### src/rtl/rmic_defs.svh
// Constants of the retain memory init controller: layout, offsets, fields, resets, timing
`ifndef RMIC_DEFS_SVH
`define RMIC_DEFS_SVH

// ----------------------------------------------------------------------------
// Memory geometry and area boundaries (word addresses)
// ----------------------------------------------------------------------------
`define RMIC_ADDR_W        5
`define RMIC_DATA_W        16
`define RMIC_WORDS         32
`define RMIC_INIT_BASE     5'h08
`define RMIC_RET_BASE      5'h0c
`define RMIC_RETINIT_BASE  5'h10
`define RMIC_M_BASE        5'h14
`define RMIC_KLN_BASE      5'h1c
`define RMIC_FLASH_BASE    5'h1e
`define RMIC_LAST_ADDR     5'h1f

// ----------------------------------------------------------------------------
// Register offsets (byte addresses)
// ----------------------------------------------------------------------------
`define RMIC_REG_CTRL      12'h000
`define RMIC_REG_CMD       12'h004
`define RMIC_REG_STATUS    12'h008
`define RMIC_REG_MADDR     12'h00c
`define RMIC_REG_MDATA     12'h010
`define RMIC_REG_IDATA     12'h014

// ----------------------------------------------------------------------------
// Field positions
// ----------------------------------------------------------------------------
`define RMIC_CTRL_WARM     0
`define RMIC_CTRL_MRET_LSB 8
`define RMIC_CTRL_MRET_MSB 11
`define RMIC_CMD_OVERALL   0
`define RMIC_CMD_DELETE    1
`define RMIC_CMD_RESET     2
`define RMIC_STAT_RUN      0
`define RMIC_STAT_BUSY     1
`define RMIC_STAT_BLINK    2
`define RMIC_STAT_OP_LSB   4
`define RMIC_STAT_OP_MSB   6

// ----------------------------------------------------------------------------
// Reset values
// ----------------------------------------------------------------------------
`define RMIC_WARM_RST      1'h0
`define RMIC_MRET_RST      4'h0

// ----------------------------------------------------------------------------
// Timing
// ----------------------------------------------------------------------------
`define RMIC_CLK_KHZ       40000
`define RMIC_HOLD_MS       3000
`define RMIC_BLINK_MS      250
`define RMIC_LEDS          6

`endif

### src/rtl/rmic_pkg.sv
// Types of the retain memory init controller
package rmic_pkg;

    // ------------------------------------------------------------------------
    // Sequencer state, operations, area classes and per-word actions
    // ------------------------------------------------------------------------
    typedef enum logic [1:0] {
        ST_IDLE  = 2'b01,
        ST_SWEEP = 2'b10
    } rmic_state_t;

    typedef enum logic [2:0] {
        OP_NONE       = 3'h0,
        OP_START_COLD = 3'h1,
        OP_START_WARM = 3'h2,
        OP_RESET_KEEP = 3'h3,
        OP_OVERALL    = 3'h4,
        OP_DCLR       = 3'h5,
        OP_DCLR_LONG  = 3'h6,
        OP_DELETE     = 3'h7
    } rmic_op_t;

    typedef enum logic [2:0] {
        AR_DEFAULT = 3'h0,
        AR_INIT    = 3'h1,
        AR_RETAIN  = 3'h2,
        AR_RETINIT = 3'h3,
        AR_MRET    = 3'h4,
        AR_KLN     = 3'h5,
        AR_FLASH   = 3'h6
    } rmic_area_t;

    typedef enum logic [1:0] {
        ACT_KEEP = 2'h0,
        ACT_ZERO = 2'h1,
        ACT_INIT = 2'h2
    } rmic_act_t;

    typedef struct packed {
        rmic_op_t   op;
        logic [4:0] addr;
    } rmic_job_t;

endpackage

### src/rtl/rmic_top.sv
// Retain memory init controller: clears, loads or keeps data areas on restart, reset and clear
`timescale 1ns/1ps
`include "rmic_defs.svh"

module rmic_top #(
    parameter int unsigned HOLD_CYCLES  = `RMIC_HOLD_MS * `RMIC_CLK_KHZ,
    parameter int unsigned BLINK_CYCLES = `RMIC_BLINK_MS * `RMIC_CLK_KHZ
) (
    input  wire logic                   pclk,
    input  wire logic                   presetn,
    input  wire logic                   psel,
    input  wire logic                   penable,
    input  wire logic                   pwrite,
    input  wire logic [11:0]            paddr,
    input  wire logic [31:0]            pwdata,
    output logic                        pready,
    output logic [31:0]                 prdata,
    output logic                        pslverr,
    input  wire logic                   run_switch,
    input  wire logic                   reset_switch_n,
    input  wire logic                   data_clear_switch,
    output logic                        running,
    output logic                        busy,
    output logic [`RMIC_LEDS-1:0]       led_flash
);

    // ------------------------------------------------------------------------
    // Helpers
    // ------------------------------------------------------------------------
    function automatic logic [31:0] sat_inc(input logic [31:0] cnt, input logic [31:0] lim);
        sat_inc = (cnt >= lim) ? lim : cnt + 32'h0000_0001;
    endfunction

    // Area class of a word; only the first mret_n words of M are retained
    function automatic rmic_pkg::rmic_area_t area_of(input logic [4:0] a, input logic [3:0] mret_n);
        logic [4:0] m_off;
        m_off = a - `RMIC_M_BASE;
        if (a >= `RMIC_FLASH_BASE)
            area_of = rmic_pkg::AR_FLASH;
        else if (a >= `RMIC_KLN_BASE)
            area_of = rmic_pkg::AR_KLN;
        else if (a >= `RMIC_M_BASE)
            area_of = ({1'h0, m_off} < {1'h0, mret_n}) ? rmic_pkg::AR_MRET : rmic_pkg::AR_DEFAULT;
        else if (a >= `RMIC_RETINIT_BASE)
            area_of = rmic_pkg::AR_RETINIT;
        else if (a >= `RMIC_RET_BASE)
            area_of = rmic_pkg::AR_RETAIN;
        else if (a >= `RMIC_INIT_BASE)
            area_of = rmic_pkg::AR_INIT;
        else
            area_of = rmic_pkg::AR_DEFAULT;
    endfunction

    function automatic rmic_pkg::rmic_act_t act_of(input rmic_pkg::rmic_op_t op, input rmic_pkg::rmic_area_t ar);
        act_of = rmic_pkg::ACT_KEEP;
        unique case (op)
            rmic_pkg::OP_START_COLD: begin
                if (ar == rmic_pkg::AR_INIT || ar == rmic_pkg::AR_RETINIT)
                    act_of = rmic_pkg::ACT_INIT;
                else if (ar == rmic_pkg::AR_DEFAULT || ar == rmic_pkg::AR_RETAIN || ar == rmic_pkg::AR_MRET)
                    act_of = rmic_pkg::ACT_ZERO;
            end
            rmic_pkg::OP_START_WARM: begin
                if (ar == rmic_pkg::AR_INIT)
                    act_of = rmic_pkg::ACT_INIT;
                else if (ar == rmic_pkg::AR_DEFAULT)
                    act_of = rmic_pkg::ACT_ZERO;
            end
            rmic_pkg::OP_OVERALL, rmic_pkg::OP_DCLR: begin
                if (ar == rmic_pkg::AR_DEFAULT || ar == rmic_pkg::AR_RETAIN || ar == rmic_pkg::AR_MRET ||
                    ar == rmic_pkg::AR_RETINIT)
                    act_of = rmic_pkg::ACT_ZERO;
            end
            rmic_pkg::OP_DCLR_LONG: begin
                if (ar != rmic_pkg::AR_KLN && ar != rmic_pkg::AR_INIT)
                    act_of = rmic_pkg::ACT_ZERO;
            end
            rmic_pkg::OP_DELETE: begin
                if (ar != rmic_pkg::AR_FLASH)
                    act_of = rmic_pkg::ACT_ZERO;
            end
            rmic_pkg::OP_NONE, rmic_pkg::OP_RESET_KEEP: act_of = rmic_pkg::ACT_KEEP;
        endcase
    endfunction

    // ------------------------------------------------------------------------
    // Storage
    // ------------------------------------------------------------------------
    // Battery-backed and flash-backed words share one array here; the area
    // class alone decides which survive, so the split is a placement matter.
    logic [`RMIC_DATA_W-1:0]  mem      [`RMIC_WORDS];
    logic [`RMIC_DATA_W-1:0]  init_val [`RMIC_WORDS];

    // ------------------------------------------------------------------------
    // State
    // ------------------------------------------------------------------------
    rmic_pkg::rmic_state_t    state;
    rmic_pkg::rmic_job_t      job;
    rmic_pkg::rmic_op_t       last_op;
    logic                     warm;
    logic [3:0]               mret_n;
    logic [4:0]               maddr;
    logic [2:0]               run_sync;
    logic [2:0]               rst_sync;
    logic [2:0]               dclr_sync;
    logic                     rst_prev;
    logic                     dclr_prev;
    logic [31:0]              rst_cnt;
    logic [31:0]              dclr_cnt;
    logic [31:0]              blink_cnt;
    logic                     blink_phase;

    // ------------------------------------------------------------------------
    // Switch inputs
    // ------------------------------------------------------------------------
    always_ff @(posedge pclk or negedge presetn) begin
        if (!presetn) begin
            run_sync  <= 3'h0;
            rst_sync  <= 3'h0;
            dclr_sync <= 3'h0;
        end else begin
            run_sync  <= {run_sync[1:0], run_switch};
            rst_sync  <= {rst_sync[1:0], ~reset_switch_n};
            dclr_sync <= {dclr_sync[1:0], data_clear_switch};
        end
    end

    wire run_s       = run_sync[1];
    wire rst_s       = rst_sync[1];
    wire dclr_eff    = dclr_sync[1] & ~running;
    wire rst_long    = (rst_cnt == HOLD_CYCLES);
    wire dclr_long   = (dclr_cnt == HOLD_CYCLES);
    wire rst_rel     = rst_prev & ~rst_s;
    wire dclr_rel    = dclr_prev & ~dclr_eff & ~running;
    wire blink_tick  = (blink_cnt >= BLINK_CYCLES - 32'h0000_0001);

    always_ff @(posedge pclk or negedge presetn) begin
        if (!presetn) begin
            rst_prev  <= 1'h0;
            dclr_prev <= 1'h0;
            rst_cnt   <= 32'h0000_0000;
            dclr_cnt  <= 32'h0000_0000;
        end else begin
            rst_prev  <= rst_s;
            dclr_prev <= dclr_eff;
            rst_cnt   <= rst_s ? sat_inc(rst_cnt, HOLD_CYCLES) : 32'h0000_0000;
            dclr_cnt  <= dclr_eff ? sat_inc(dclr_cnt, HOLD_CYCLES) : 32'h0000_0000;
        end
    end

    // Blink runs only while a long data-clear press is held
    always_ff @(posedge pclk or negedge presetn) begin
        if (!presetn) begin
            blink_cnt   <= 32'h0000_0000;
            blink_phase <= 1'h0;
            led_flash   <= '0;
        end else begin
            blink_cnt   <= (blink_tick || !dclr_long) ? 32'h0000_0000 : blink_cnt + 32'h0000_0001;
            blink_phase <= dclr_long ? (blink_phase ^ blink_tick) : 1'h0;
            led_flash   <= {`RMIC_LEDS{dclr_long & dclr_eff & ~blink_phase}};
        end
    end

    // ------------------------------------------------------------------------
    // APB decode
    // ------------------------------------------------------------------------
    wire setup     = psel & ~penable;
    wire wr_done   = psel & penable & pready & pwrite;
    wire sel_ctrl  = (paddr == `RMIC_REG_CTRL);
    wire sel_cmd   = (paddr == `RMIC_REG_CMD);
    wire sel_stat  = (paddr == `RMIC_REG_STATUS);
    wire sel_maddr = (paddr == `RMIC_REG_MADDR);
    wire sel_mdata = (paddr == `RMIC_REG_MDATA);
    wire sel_idata = (paddr == `RMIC_REG_IDATA);
    wire mapped    = sel_ctrl | sel_cmd | sel_stat | sel_maddr | sel_mdata | sel_idata;
    wire idle      = (state == rmic_pkg::ST_IDLE);

    wire cmd_overall = wr_done & sel_cmd & pwdata[`RMIC_CMD_OVERALL];
    wire cmd_delete  = wr_done & sel_cmd & pwdata[`RMIC_CMD_DELETE] & ~running;
    wire cmd_reset   = wr_done & sel_cmd & pwdata[`RMIC_CMD_RESET];

    wire [31:0] rd_word =
        sel_ctrl  ? {20'h0_0000, mret_n, 7'h00, warm} :
        sel_stat  ? {25'h000_0000, last_op, 1'h0, dclr_long, busy, running} :
        sel_maddr ? {27'h000_0000, maddr} :
        sel_mdata ? {16'h0000, mem[maddr]} :
        sel_idata ? {16'h0000, init_val[maddr]} : 32'h0000_0000;

    always_ff @(posedge pclk or negedge presetn) begin
        if (!presetn) begin
            pready  <= 1'h0;
            prdata  <= 32'h0000_0000;
            pslverr <= 1'h0;
        end else begin
            pready  <= setup;
            prdata  <= (setup && !pwrite) ? rd_word : prdata;
            pslverr <= setup & ~mapped;
        end
    end

    always_ff @(posedge pclk or negedge presetn) begin
        if (!presetn) begin
            warm   <= `RMIC_WARM_RST;
            mret_n <= `RMIC_MRET_RST;
            maddr  <= 5'h00;
        end else if (wr_done) begin
            if (sel_ctrl) begin
                warm   <= pwdata[`RMIC_CTRL_WARM];
                mret_n <= pwdata[`RMIC_CTRL_MRET_MSB:`RMIC_CTRL_MRET_LSB];
            end
            if (sel_maddr)
                maddr <= pwdata[4:0];
        end
    end

    // ------------------------------------------------------------------------
    // Operation selection
    // ------------------------------------------------------------------------
    // Events that arrive while a sweep runs are dropped; tool commands and switch
    // releases are one-cycle pulses, so both can be lost this way; run is a level.
    wire start_req = run_s & ~running;
    wire any_reset = (rst_rel & ~rst_long) | cmd_reset;

    rmic_pkg::rmic_op_t next_op;
    assign next_op =
        cmd_delete                     ? rmic_pkg::OP_DELETE     :
        (cmd_overall | (rst_rel & rst_long)) ? rmic_pkg::OP_OVERALL :
        (dclr_rel & dclr_long)         ? rmic_pkg::OP_DCLR_LONG  :
        dclr_rel                       ? rmic_pkg::OP_DCLR       :
        (any_reset & ~running)         ? rmic_pkg::OP_RESET_KEEP :
        (any_reset & ~warm)            ? rmic_pkg::OP_START_COLD :
        any_reset                      ? rmic_pkg::OP_START_WARM :
        (start_req & ~warm)            ? rmic_pkg::OP_START_COLD :
        start_req                      ? rmic_pkg::OP_START_WARM :
                                         rmic_pkg::OP_NONE;

    wire job_start  = idle & (next_op != rmic_pkg::OP_NONE);
    wire sweep_last = (job.addr == `RMIC_LAST_ADDR);
    wire is_start   = (job.op == rmic_pkg::OP_START_COLD) | (job.op == rmic_pkg::OP_START_WARM);

    always_ff @(posedge pclk or negedge presetn) begin
        if (!presetn) begin
            state   <= rmic_pkg::ST_IDLE;
            job     <= '{op: rmic_pkg::OP_NONE, addr: 5'h00};
            last_op <= rmic_pkg::OP_NONE;
            running <= 1'h0;
            busy    <= 1'h0;
        end else begin
            unique case (state)
                rmic_pkg::ST_IDLE: begin
                    if (job_start) begin
                        state   <= rmic_pkg::ST_SWEEP;
                        job     <= '{op: next_op, addr: 5'h00};
                        last_op <= next_op;
                        busy    <= 1'h1;
                    end else if (!run_s) begin
                        running <= 1'h0;
                    end
                end
                rmic_pkg::ST_SWEEP: begin
                    job.addr <= job.addr + 5'h01;
                    if (sweep_last) begin
                        state <= rmic_pkg::ST_IDLE;
                        busy  <= 1'h0;
                        if (is_start)
                            running <= run_s;
                    end
                end
                default: begin
                    state <= rmic_pkg::ST_IDLE;
                    busy  <= 1'h0;
                end
            endcase
        end
    end

    // ------------------------------------------------------------------------
    // Memory update: sweep has priority; MDATA writes only while idle, IDATA writes at any time
    // ------------------------------------------------------------------------
    rmic_pkg::rmic_act_t cur_act;
    assign cur_act = act_of(job.op, area_of(job.addr, mret_n));

    wire sweeping = (state == rmic_pkg::ST_SWEEP);

    always_ff @(posedge pclk) begin
        if (sweeping) begin
            if (cur_act == rmic_pkg::ACT_ZERO)
                mem[job.addr] <= '0;
            else if (cur_act == rmic_pkg::ACT_INIT)
                mem[job.addr] <= init_val[job.addr];
        end else if (wr_done && sel_mdata) begin
            mem[maddr] <= pwdata[`RMIC_DATA_W-1:0];
        end
        if (wr_done && sel_idata)
            init_val[maddr] <= pwdata[`RMIC_DATA_W-1:0];
    end

endmodule

### config.mk
export PLATFORM = sky130hd
export DESIGN_NAME = rmic_top
export DESIGN_NICKNAME = d
export VERILOG_FILES = /design/src/rtl/rmic_pkg.sv /design/src/rtl/rmic_top.sv
export VERILOG_INCLUDE_DIRS = /design/src /design/src/rtl
export SDC_FILE = /design/constraint.sdc
export NUM_CORES = 1
export LEC_CHECK = 0
export BUFFER_PORTS_ARGS = -buffer_cell sky130_fd_sc_hd__buf_2
export CAP_MARGIN = 20
export CORE_ASPECT_RATIO = 0.9
export CORE_MARGIN = 2
export CORE_UTILIZATION = 30
export CTS_CLUSTER_DIAMETER = 50
export DETAILED_ROUTE_END_ITERATION = 10
export GPL_TIMING_DRIVEN = 1
export HOLD_SLACK_MARGIN = 0.02
export PLACE_DENSITY = 0.43
export SLEW_MARGIN = 20
export SYNTH_ARGS = -nofsm -noshare
export SYNTH_HDL_FRONTEND = slang
export SYNTH_SLANG_ARGS = --single-unit
### constraint.sdc
create_clock -name pclk -period 14.3 [get_ports pclk]
set_input_delay 1.43 -clock pclk [delete_from_list [all_inputs] [get_ports pclk]]
set_output_delay 1.43 -clock pclk [all_outputs]
set_load 0.02 [all_outputs]
==> results of run 1 <==
## power breakdown
part | switching (W) | internal [W] | leakage, nW | total [W]
logic | 0.000430 | 0.000376 | 4.87 | 0.000806
registers | 0.0000923 | 0.00374 | 11.9 | 0.00383
clock network | 0.00146 | 0.00221 | 2.30 | 0.00367
## layout by cell type, fill, tap and decap left out, drive strengths merged, types with 20 or more instances in the layout
cell / instances
conb: 34
xnor2: 33
edfxtp: 1024
nand2: 102
o21ai: 46
clkinv: 48
inv: 41
and3: 20
mux4: 401
buf: 185
dfrtp: 144
nor4: 32
nand3: 60
o22ai: 44
clkbuf: 176
xor2: 38
nor3: 25
nor2: 188
a21oi: 62
mux2i: 71
a22oi: 44
## metal layers
layer / wire, um / GRT usage (%) / up-vias / part of all wire [%]
li1: - / - / 11600 / -
met1: 70000 / 25.6 / 15200 / 44
met2: 76100 / 29.7 / 881 / 48
met3: 9310 / 3.72 / 217 / 5.8
met4: 3620 / 4.63 / 8 / 2.3
met5: 47 / 0 / - / 0.030
## final cells by class
class | instances | share of cell area [%]
antenna | 4 | 0.0170
clock buffer | 176 | 6.65
clock inverter | 80 | 1.43
inverter | 34 | 0.219
multi-input combinational | 1388 | 26.4
sequential | 1169 | 58.4
tap | 2232 | 4.74
timing repair buffer | 185 | 2.20
## cell families after synthesis
family                   count (synthesis)  share of synthesized area, %
flip-flops                            1169                          68.0
AND/OR/NAND/NOR                        507                          5.06
multiplexers                           490                          19.7
AO/OA/AOI/OAI                          271                          3.60
buffers and inverters                  217                          2.08
XOR/XNOR                                71                          1.23
adder cells (fa/ha/maj)                 15                         0.371
other                                    1                       0.00742
## worst min path at each step
| stage | to | slack (ns) | cells past startpoint |
|---|---|---|---|
| 6_report | run_sync[1] | 0.35 | 0 |
| 3_3_place_gp | run_sync[1] | 0.34 | 0 |
| 3_5_place_dp | dclr_sync[1] | 0.34 | 0 |
| 4_1_cts | run_sync[1] | 0.36 | 0 |
| 2_1_floorplan | dclr_sync[1] | 0.33 | 0 |
| 5_1_grt | dclr_sync[1] | 0.38 | 0 |
## through the flow
stage | cell area, sq um | power [W] | util, % | worst slack (ns)
after floorplan | 50700 | 0.00442 | - | 9.53
after global routing | 58900 | 0.00859 | 35.3 | 8.83
final | 58900 | 0.00830 | 35.3 | 9.13
after detailed placement | 54200 | 0.00472 | 32.4 | 8.44
after global placement | 54100 | 0.00471 | 32.4 | 8.43
after CTS | 58900 | 0.00841 | 35.3 | 8.96
## flip-flops by register name, summed over array words and instances, names as in the netlist, 2 cells and up
register	flops
blink_cnt	32
dclr_cnt	32
dclr_sync	2
init_val	512
job	5
last_op	3
maddr	5
mem	512
mret_n	4
prdata	16
rst_cnt	32
rst_sync	2
run_sync	2
==> results.md, run 1 <==
- Critical path arrival: about 5.7 ns
- Fraction of final layout cells with drive strength greater than 1: approximately a third
- Number of global-route vias before repair: 28,800
- # clock sinks: 1,169
- Quantity of gates resized following cts: 0
- Clock-pin slew reported for the worst setup and hold paths after clock tree synthesis: around 0.06 ns
- Post-synthesis cell type count: 78
- Number of instances in the synthesized netlist: between 2,000 and 3,000
- Worst-path cell with the longest stage delay: a31oi_2
- Portion of the post-synthesis area used by sequential elements: 68.0%
- Crit path to: mem[3][13]
- Via count: approximately 28,000
- Worst-path maximum fanout: 23
- Post CTS Setup Buffer Count: 0
- Port buffer count: a little over 60
- Boundary Pins: 94
- Top-count cell post-synth: edfxtp_1
- Cell count after placement: ~5,000
- Top cell types by occurrence after synthesis: edfxtp_1, mux4_2, nor2_1
- Detailed Route WL: roughly 160,000 um
- Peak supply drop: 119 uV
- Instance count on the critical path: 12
- Cts bufs inserted: between 100 and 150
- Ordered cell list for the critical path: clkinv_2, buf_4, ha_1, nor4_1, a22o_1, o21ai_0, o221ai_4, buf_4, o221ai_4, a31oi_2, nor2_2, buf_4
- Deepest level of the CTS H-tree: 4
- Global Route Usage Sum: around 18%
- Number of inserted filler cells in the final layout: 15,600
- Tmin final: ~5.2 ns
- EDFF count, synth: between 1,000 and 1,500
- Power Density: 141 nW/um^2
- Library cell occupying the most area in the post-synthesis netlist: edfxtp_1
- Category of the worst setup path capture point: flop
- Hold slack final: ~0.35 ns
- Number of rows created at floorplan: about 140
- Final cell count without fillers: 5,268
- Final Cycle Share: a little over a third
- Routability congestion estimate: 0.801
- Async S/R FF share, synth: between 10 and 15%
- Clock insertion delay at the later pin of the skew report: 0.78 ns
- Detailed-placement wirelength estimate: 93,300 um
- Leakage power: around 19 nW
- Max Cap Violations: 0
- Global route total overflow: 0
- Top cells by area in the synthesized netlist: edfxtp_1, mux4_2, dfrtp_1, mux2i_1, nor2_1
- TritonCTS clock tree: yes
- Root buffer selected by CTS: clkbuf_16
- Average wire per standard cell: about 30 um
- Worst EP required: 14.78 ns
- Path depth of the worst reg2reg path: 12
- Setup repair after global routing missed its margin: false
- Final Hold Fails: 0
- Start point of the worst min-delay path: run_sync[0]
- Die ar.: 172,000 sq um
- 1st-iter DRT viols: between 2,000 and 3,000
- Reg-to-reg slack, setup: just over 9 ns
- CTS Hold Bufs: 0
- Worst Setup SP: job[3]
- Max frequency: between 0.15 and 0.2 GHz
- Count of buffer and inverter cells on the critical path: 4
- Count of state elements after synthesis: 1,169
- Number of detailed-routing iterations run before antenna repair: 5
- Final Setup Violations: 0
- Setup TNS Final: 0 ns
- Critical Path Max Stage Delay: 0.73 ns
- Max Buffers Root-to-Sink: 3
- Result of the run: finished clean
- Relative max-transition margin: 28.4%
- Core area: between 150,000 and 200,000 sq um
- Detail-routed via count per cell: 5.29
- Storage element area: roughly 34,000 sq um
- Top delay family on crit path: buffers and inverters
- Post-synth top flop: edfxtp_1
- Pin count of the biggest net entering global routing: about 110
- Number of nets with antenna violations after routing: 0
- Worst clock skew on the final layout: between 0.03 and 0.04 ns
- Area fraction of the dominant cell type after synthesis: 60.8%
- Total standard cell area after synthesis: 50,600 sq um
- Most common cell on crit path: buf_4
- Startpoint of the worst register-to-register path: job[3]
- Reg-to-reg endpoint: mem[3][13]
- Die boundary width: between 400 and 500 um
- Worst Max-Slew Pin Slew: roughly 1.1 ns
- Layout overhead on the synthesized area: 16.6%
- Net count reported at finish: approximately 3,000
- Number of DRC violations after detailed routing: 0
- Type of the tightest min-delay check: flop to flop
- First-pass GRT wire length: roughly 220,000 um
- Height of the die: about 400 um
- Starting utilization of the core area: 30.3%
- Number of antenna violations at the first check in global routing: 7
- Class of the most critical setup path: flop to flop
- CP startpoint kind: flop
- Synth Warn #: 0
- Multi-input combinational cell area: between 15,000 and 20,000 sq um
- Final Slew Violations: 0
- Post-synthesis average cell area: 18.4 sq um
(Power assumes the default switching activity.)
==> run 2: changes to the inputs <==
ABC_AREA = 1   (was default)
PLACE_DENSITY = 0.45   (was 0.43)
clock period = 4.3 ns   (was 14.3 ns; I/O delays follow)
==> results.md, run 2 <==
- Result of the run: finished clean
- Met2 usage: about a third
- Number of nets with antenna violations after routing: 0
- Boundary Pins: 94
- Class of the most critical setup path: flop to flop
- Global route total overflow: 0
- Core area: ~170,000 sq um
- Total standard cell area after synthesis: 50,300 sq um
- Deepest level of the CTS H-tree: 4
- Fraction of power consumed by sequential logic: 43.5%
- Starting utilization of the core area: between 30 and 40%
- Worst clock skew on the final layout: ~0.044 ns
- Routing usage on met1: 29.0%
- Count of buffer and inverter cells on the critical path: 3
- TritonCTS clock tree: yes
- Count of state elements after synthesis: around 1,200
- Category of the worst setup path capture point: flop
- Top cells by area in the synthesized netlist: edfxtp_1, dfrtp_1, nand2_1, a22oi_1, o22ai_1
- Die boundary width: between 400 and 500 um
- Library cell occupying the most area in the post-synthesis netlist: edfxtp_1
- Clk network pwr share: between 40% and 50%
- Hold slack final: roughly 0.12 ns
- Number of DRC violations after detailed routing: 0
- Portion of the post-synthesis area used by sequential elements: between 60% and 70%
- Die ar.: between 150,000 and 200,000 sq um
- Pin count of the biggest net entering global routing: 98
- Number of global-route vias before repair: about 35,000
- Global route hottest layer: met2
- Power Density: a little under 500 nW/um^2
- Clock insertion delay at the later pin of the skew report: 0.80 ns
- Max frequency: 0.279 GHz
- Relative max-transition margin: around a third
- Max Buffers Root-to-Sink: 3
- Final cell count without fillers: between 6,000 and 7,000
- Type of the tightest min-delay check: primary input to flop
- Worst Max-Slew Pin Slew: a little under 1 ns
- Setup TNS Final: 0 ns
- Post-synthesis average cell area: approximately 12 sq um
- Leading cell types in the layout, fill and taps excluded: edfxtp_1, nand2_1, a22oi_1
- Post-synthesis cell type count: 63
- Worst-path maximum fanout: 22
- Via count: 36,600
- Top delay family on crit path: simple AND/OR/NAND/NOR gates
- 1st-iter DRT viols: approximately 4,300
- Core occupancy in the finished layout: between 30% and 40%
- Largest registers: init_val (512), mem (512)
- Most common cell on crit path: nand2_1
- Async S/R FF share, synth: between 10% and 20%
- Net count reported at finish: 4,491
- Area fraction of the dominant cell type after synthesis: between 60% and 70%
- # clock sinks: 1,169
- Setup repair after global routing missed its margin: false
- CP startpoint kind: flop
- Number of antenna violations at the first check in global routing: 8
- Post CTS Setup Buffer Count: 0
- Detailed Route WL: roughly 180,000 um
- Number of instances in the synthesized netlist: 4,214
- Commonest non-fill, non-tap cell in the layout: edfxtp_1
- Top cell types by occurrence after synthesis: edfxtp_1, nand2_1, a22oi_1
- EDFF count, synth: 1,024
- GR met3 Demand/Resource: slightly below 4%
- Leakage power: 21.2 nW
- Root buffer selected by CTS: clkbuf_16
- Layout overhead on the synthesized area: 18.5%
- Height of the die: ~400 um
- Number of rows created at floorplan: 142
- First-pass GRT wire length: about 260,000 um
- Final Cycle Share: a little over four fifths
- Number of detailed-routing iterations run before antenna repair: 6
- Synth Warn #: 0
- Port buffer count: 61
- Peak supply drop: about 380 uV
- Detailed-placement wirelength estimate: about 110,000 um
- Average wire per standard cell: 26.6 um
- Power spent charging and discharging nets: approximately 0.0078 W
- Worst EP required: approximately 5.0 ns
- Final Setup Violations: 0
- Final Slew Violations: 0
- Detail-routed via count per cell: around 5.4
- Cts bufs inserted: 146
- Max Cap Violations: 0
- Internal Dissipation: roughly 0.021 W
- Combinational cell fraction of total power: between 10% and 20%
- Routability congestion estimate: 0.836
- Fraction of final layout cells with drive strength greater than 1: 14.6%
- Top-count cell post-synth: edfxtp_1
- Tmin final: approximately 3.6 ns
- Worst-path cell with the longest stage delay: nor2_4
- Post-synth top flop: edfxtp_1
- Global Route Usage Sum: between 20% and 30%
- Critical path arrival: 4.29 ns
- Ordered cell list for the critical path: inv_1, nor2_4, buf_12, buf_4, a22oi_1, a21oi_1, nor4_1, nand2_1, nand2_1, nand3_1, nand2_1, nand2_1
- Clock-pin slew reported for the worst setup and hold paths after clock tree synthesis: ~0.060 ns
- Switching Share: between 20% and 30%
- Cell count after placement: about 6,500
- Critical Path Max Stage Delay: 0.80 ns
- Final Hold Fails: 0
## run 2: path summary, 6_finish.rpt
path / startpoint / slack (ns) / depth (start not counted) / endpoint
worst max-delay path: maddr[0] / 0.72 / 12 / prdata[3]
worst min-delay path: paddr[5] / 0.12 / 5 / pslverr
worst max register to register: maddr[0] / 0.72 / 12 / prdata[3]
worst min register to register: run_sync[0] / 0.34 / 0 / run_sync[1]
max in group asynchronous: presetn / 2.98 / 3 / state[0]
min in group asynchronous: presetn / 0.29 / 2 / rst_cnt[12]
## run 2: layout make-up
type | instances | area [sq um]
diodes | 1 | 2.50
clock inverters | 90 | 1090
inverters | 176 | 681
fillers | 16200 | 107000
clock buffers | 175 | 3790
multi-input cells | 2627 | 14400
repair buffers | 304 | 2530
flip-flops and latches | 1169 | 34400
well taps | 2232 | 2790
## run 2: worst min-delay path: stages
cell and delay [ns]:
buf_2 0.10, inv_1 0.06, nand2_1 0.06, nor2_1 0.13, nor4_1 0.07
## run 2: power groups by stage
stage                     registers [W]  logic [W]  clock network [W]
after CTS                        0.0125    0.00374             0.0127
final                            0.0125    0.00377             0.0125
after global placement           0.0127    0.00370                  0
after global routing             0.0125    0.00409             0.0131
after detailed placement         0.0127    0.00372                  0
after floorplan                  0.0127    0.00243                  0
## run 2: metrics by stage
step / setup slack [ns] / cell area [sq um] / total power (W)
floorplan: 0.139 / 50500 / 0.0151
global placement: 0.776 / 54700 / 0.0164
detailed placement: 0.760 / 54700 / 0.0164
CTS: 0.757 / 59700 / 0.0289
global route: 0.517 / 59700 / 0.0297
finish: 0.717 / 59700 / 0.0287
## run 2: cells by family after synthesis
logic type | Yosys count | share of synthesized area [%]
other | 1 | 0.00745
AOI/OAI and AO/OA | 1270 | 16.2
DFF | 1169 | 68.3
xor gates and xnor gates | 21 | 0.365
buffers and inverters | 451 | 3.88
adders and majority gates | 15 | 0.373
and+or+nand+nor | 1287 | 10.9
## run 2: per-layer routing
layer	part of all wire, %	vias up
met3	7.5	288
li1	-	16200
met4	2.9	4
met1	44	18500
met5	0.016	-
met2	45	1555
## run 2: what timing repair did
action | in CTS | in global routing
hold buffers | 8 | 0
resized for setup | 0 | 0
hold endpoints to repair | 97 | 0
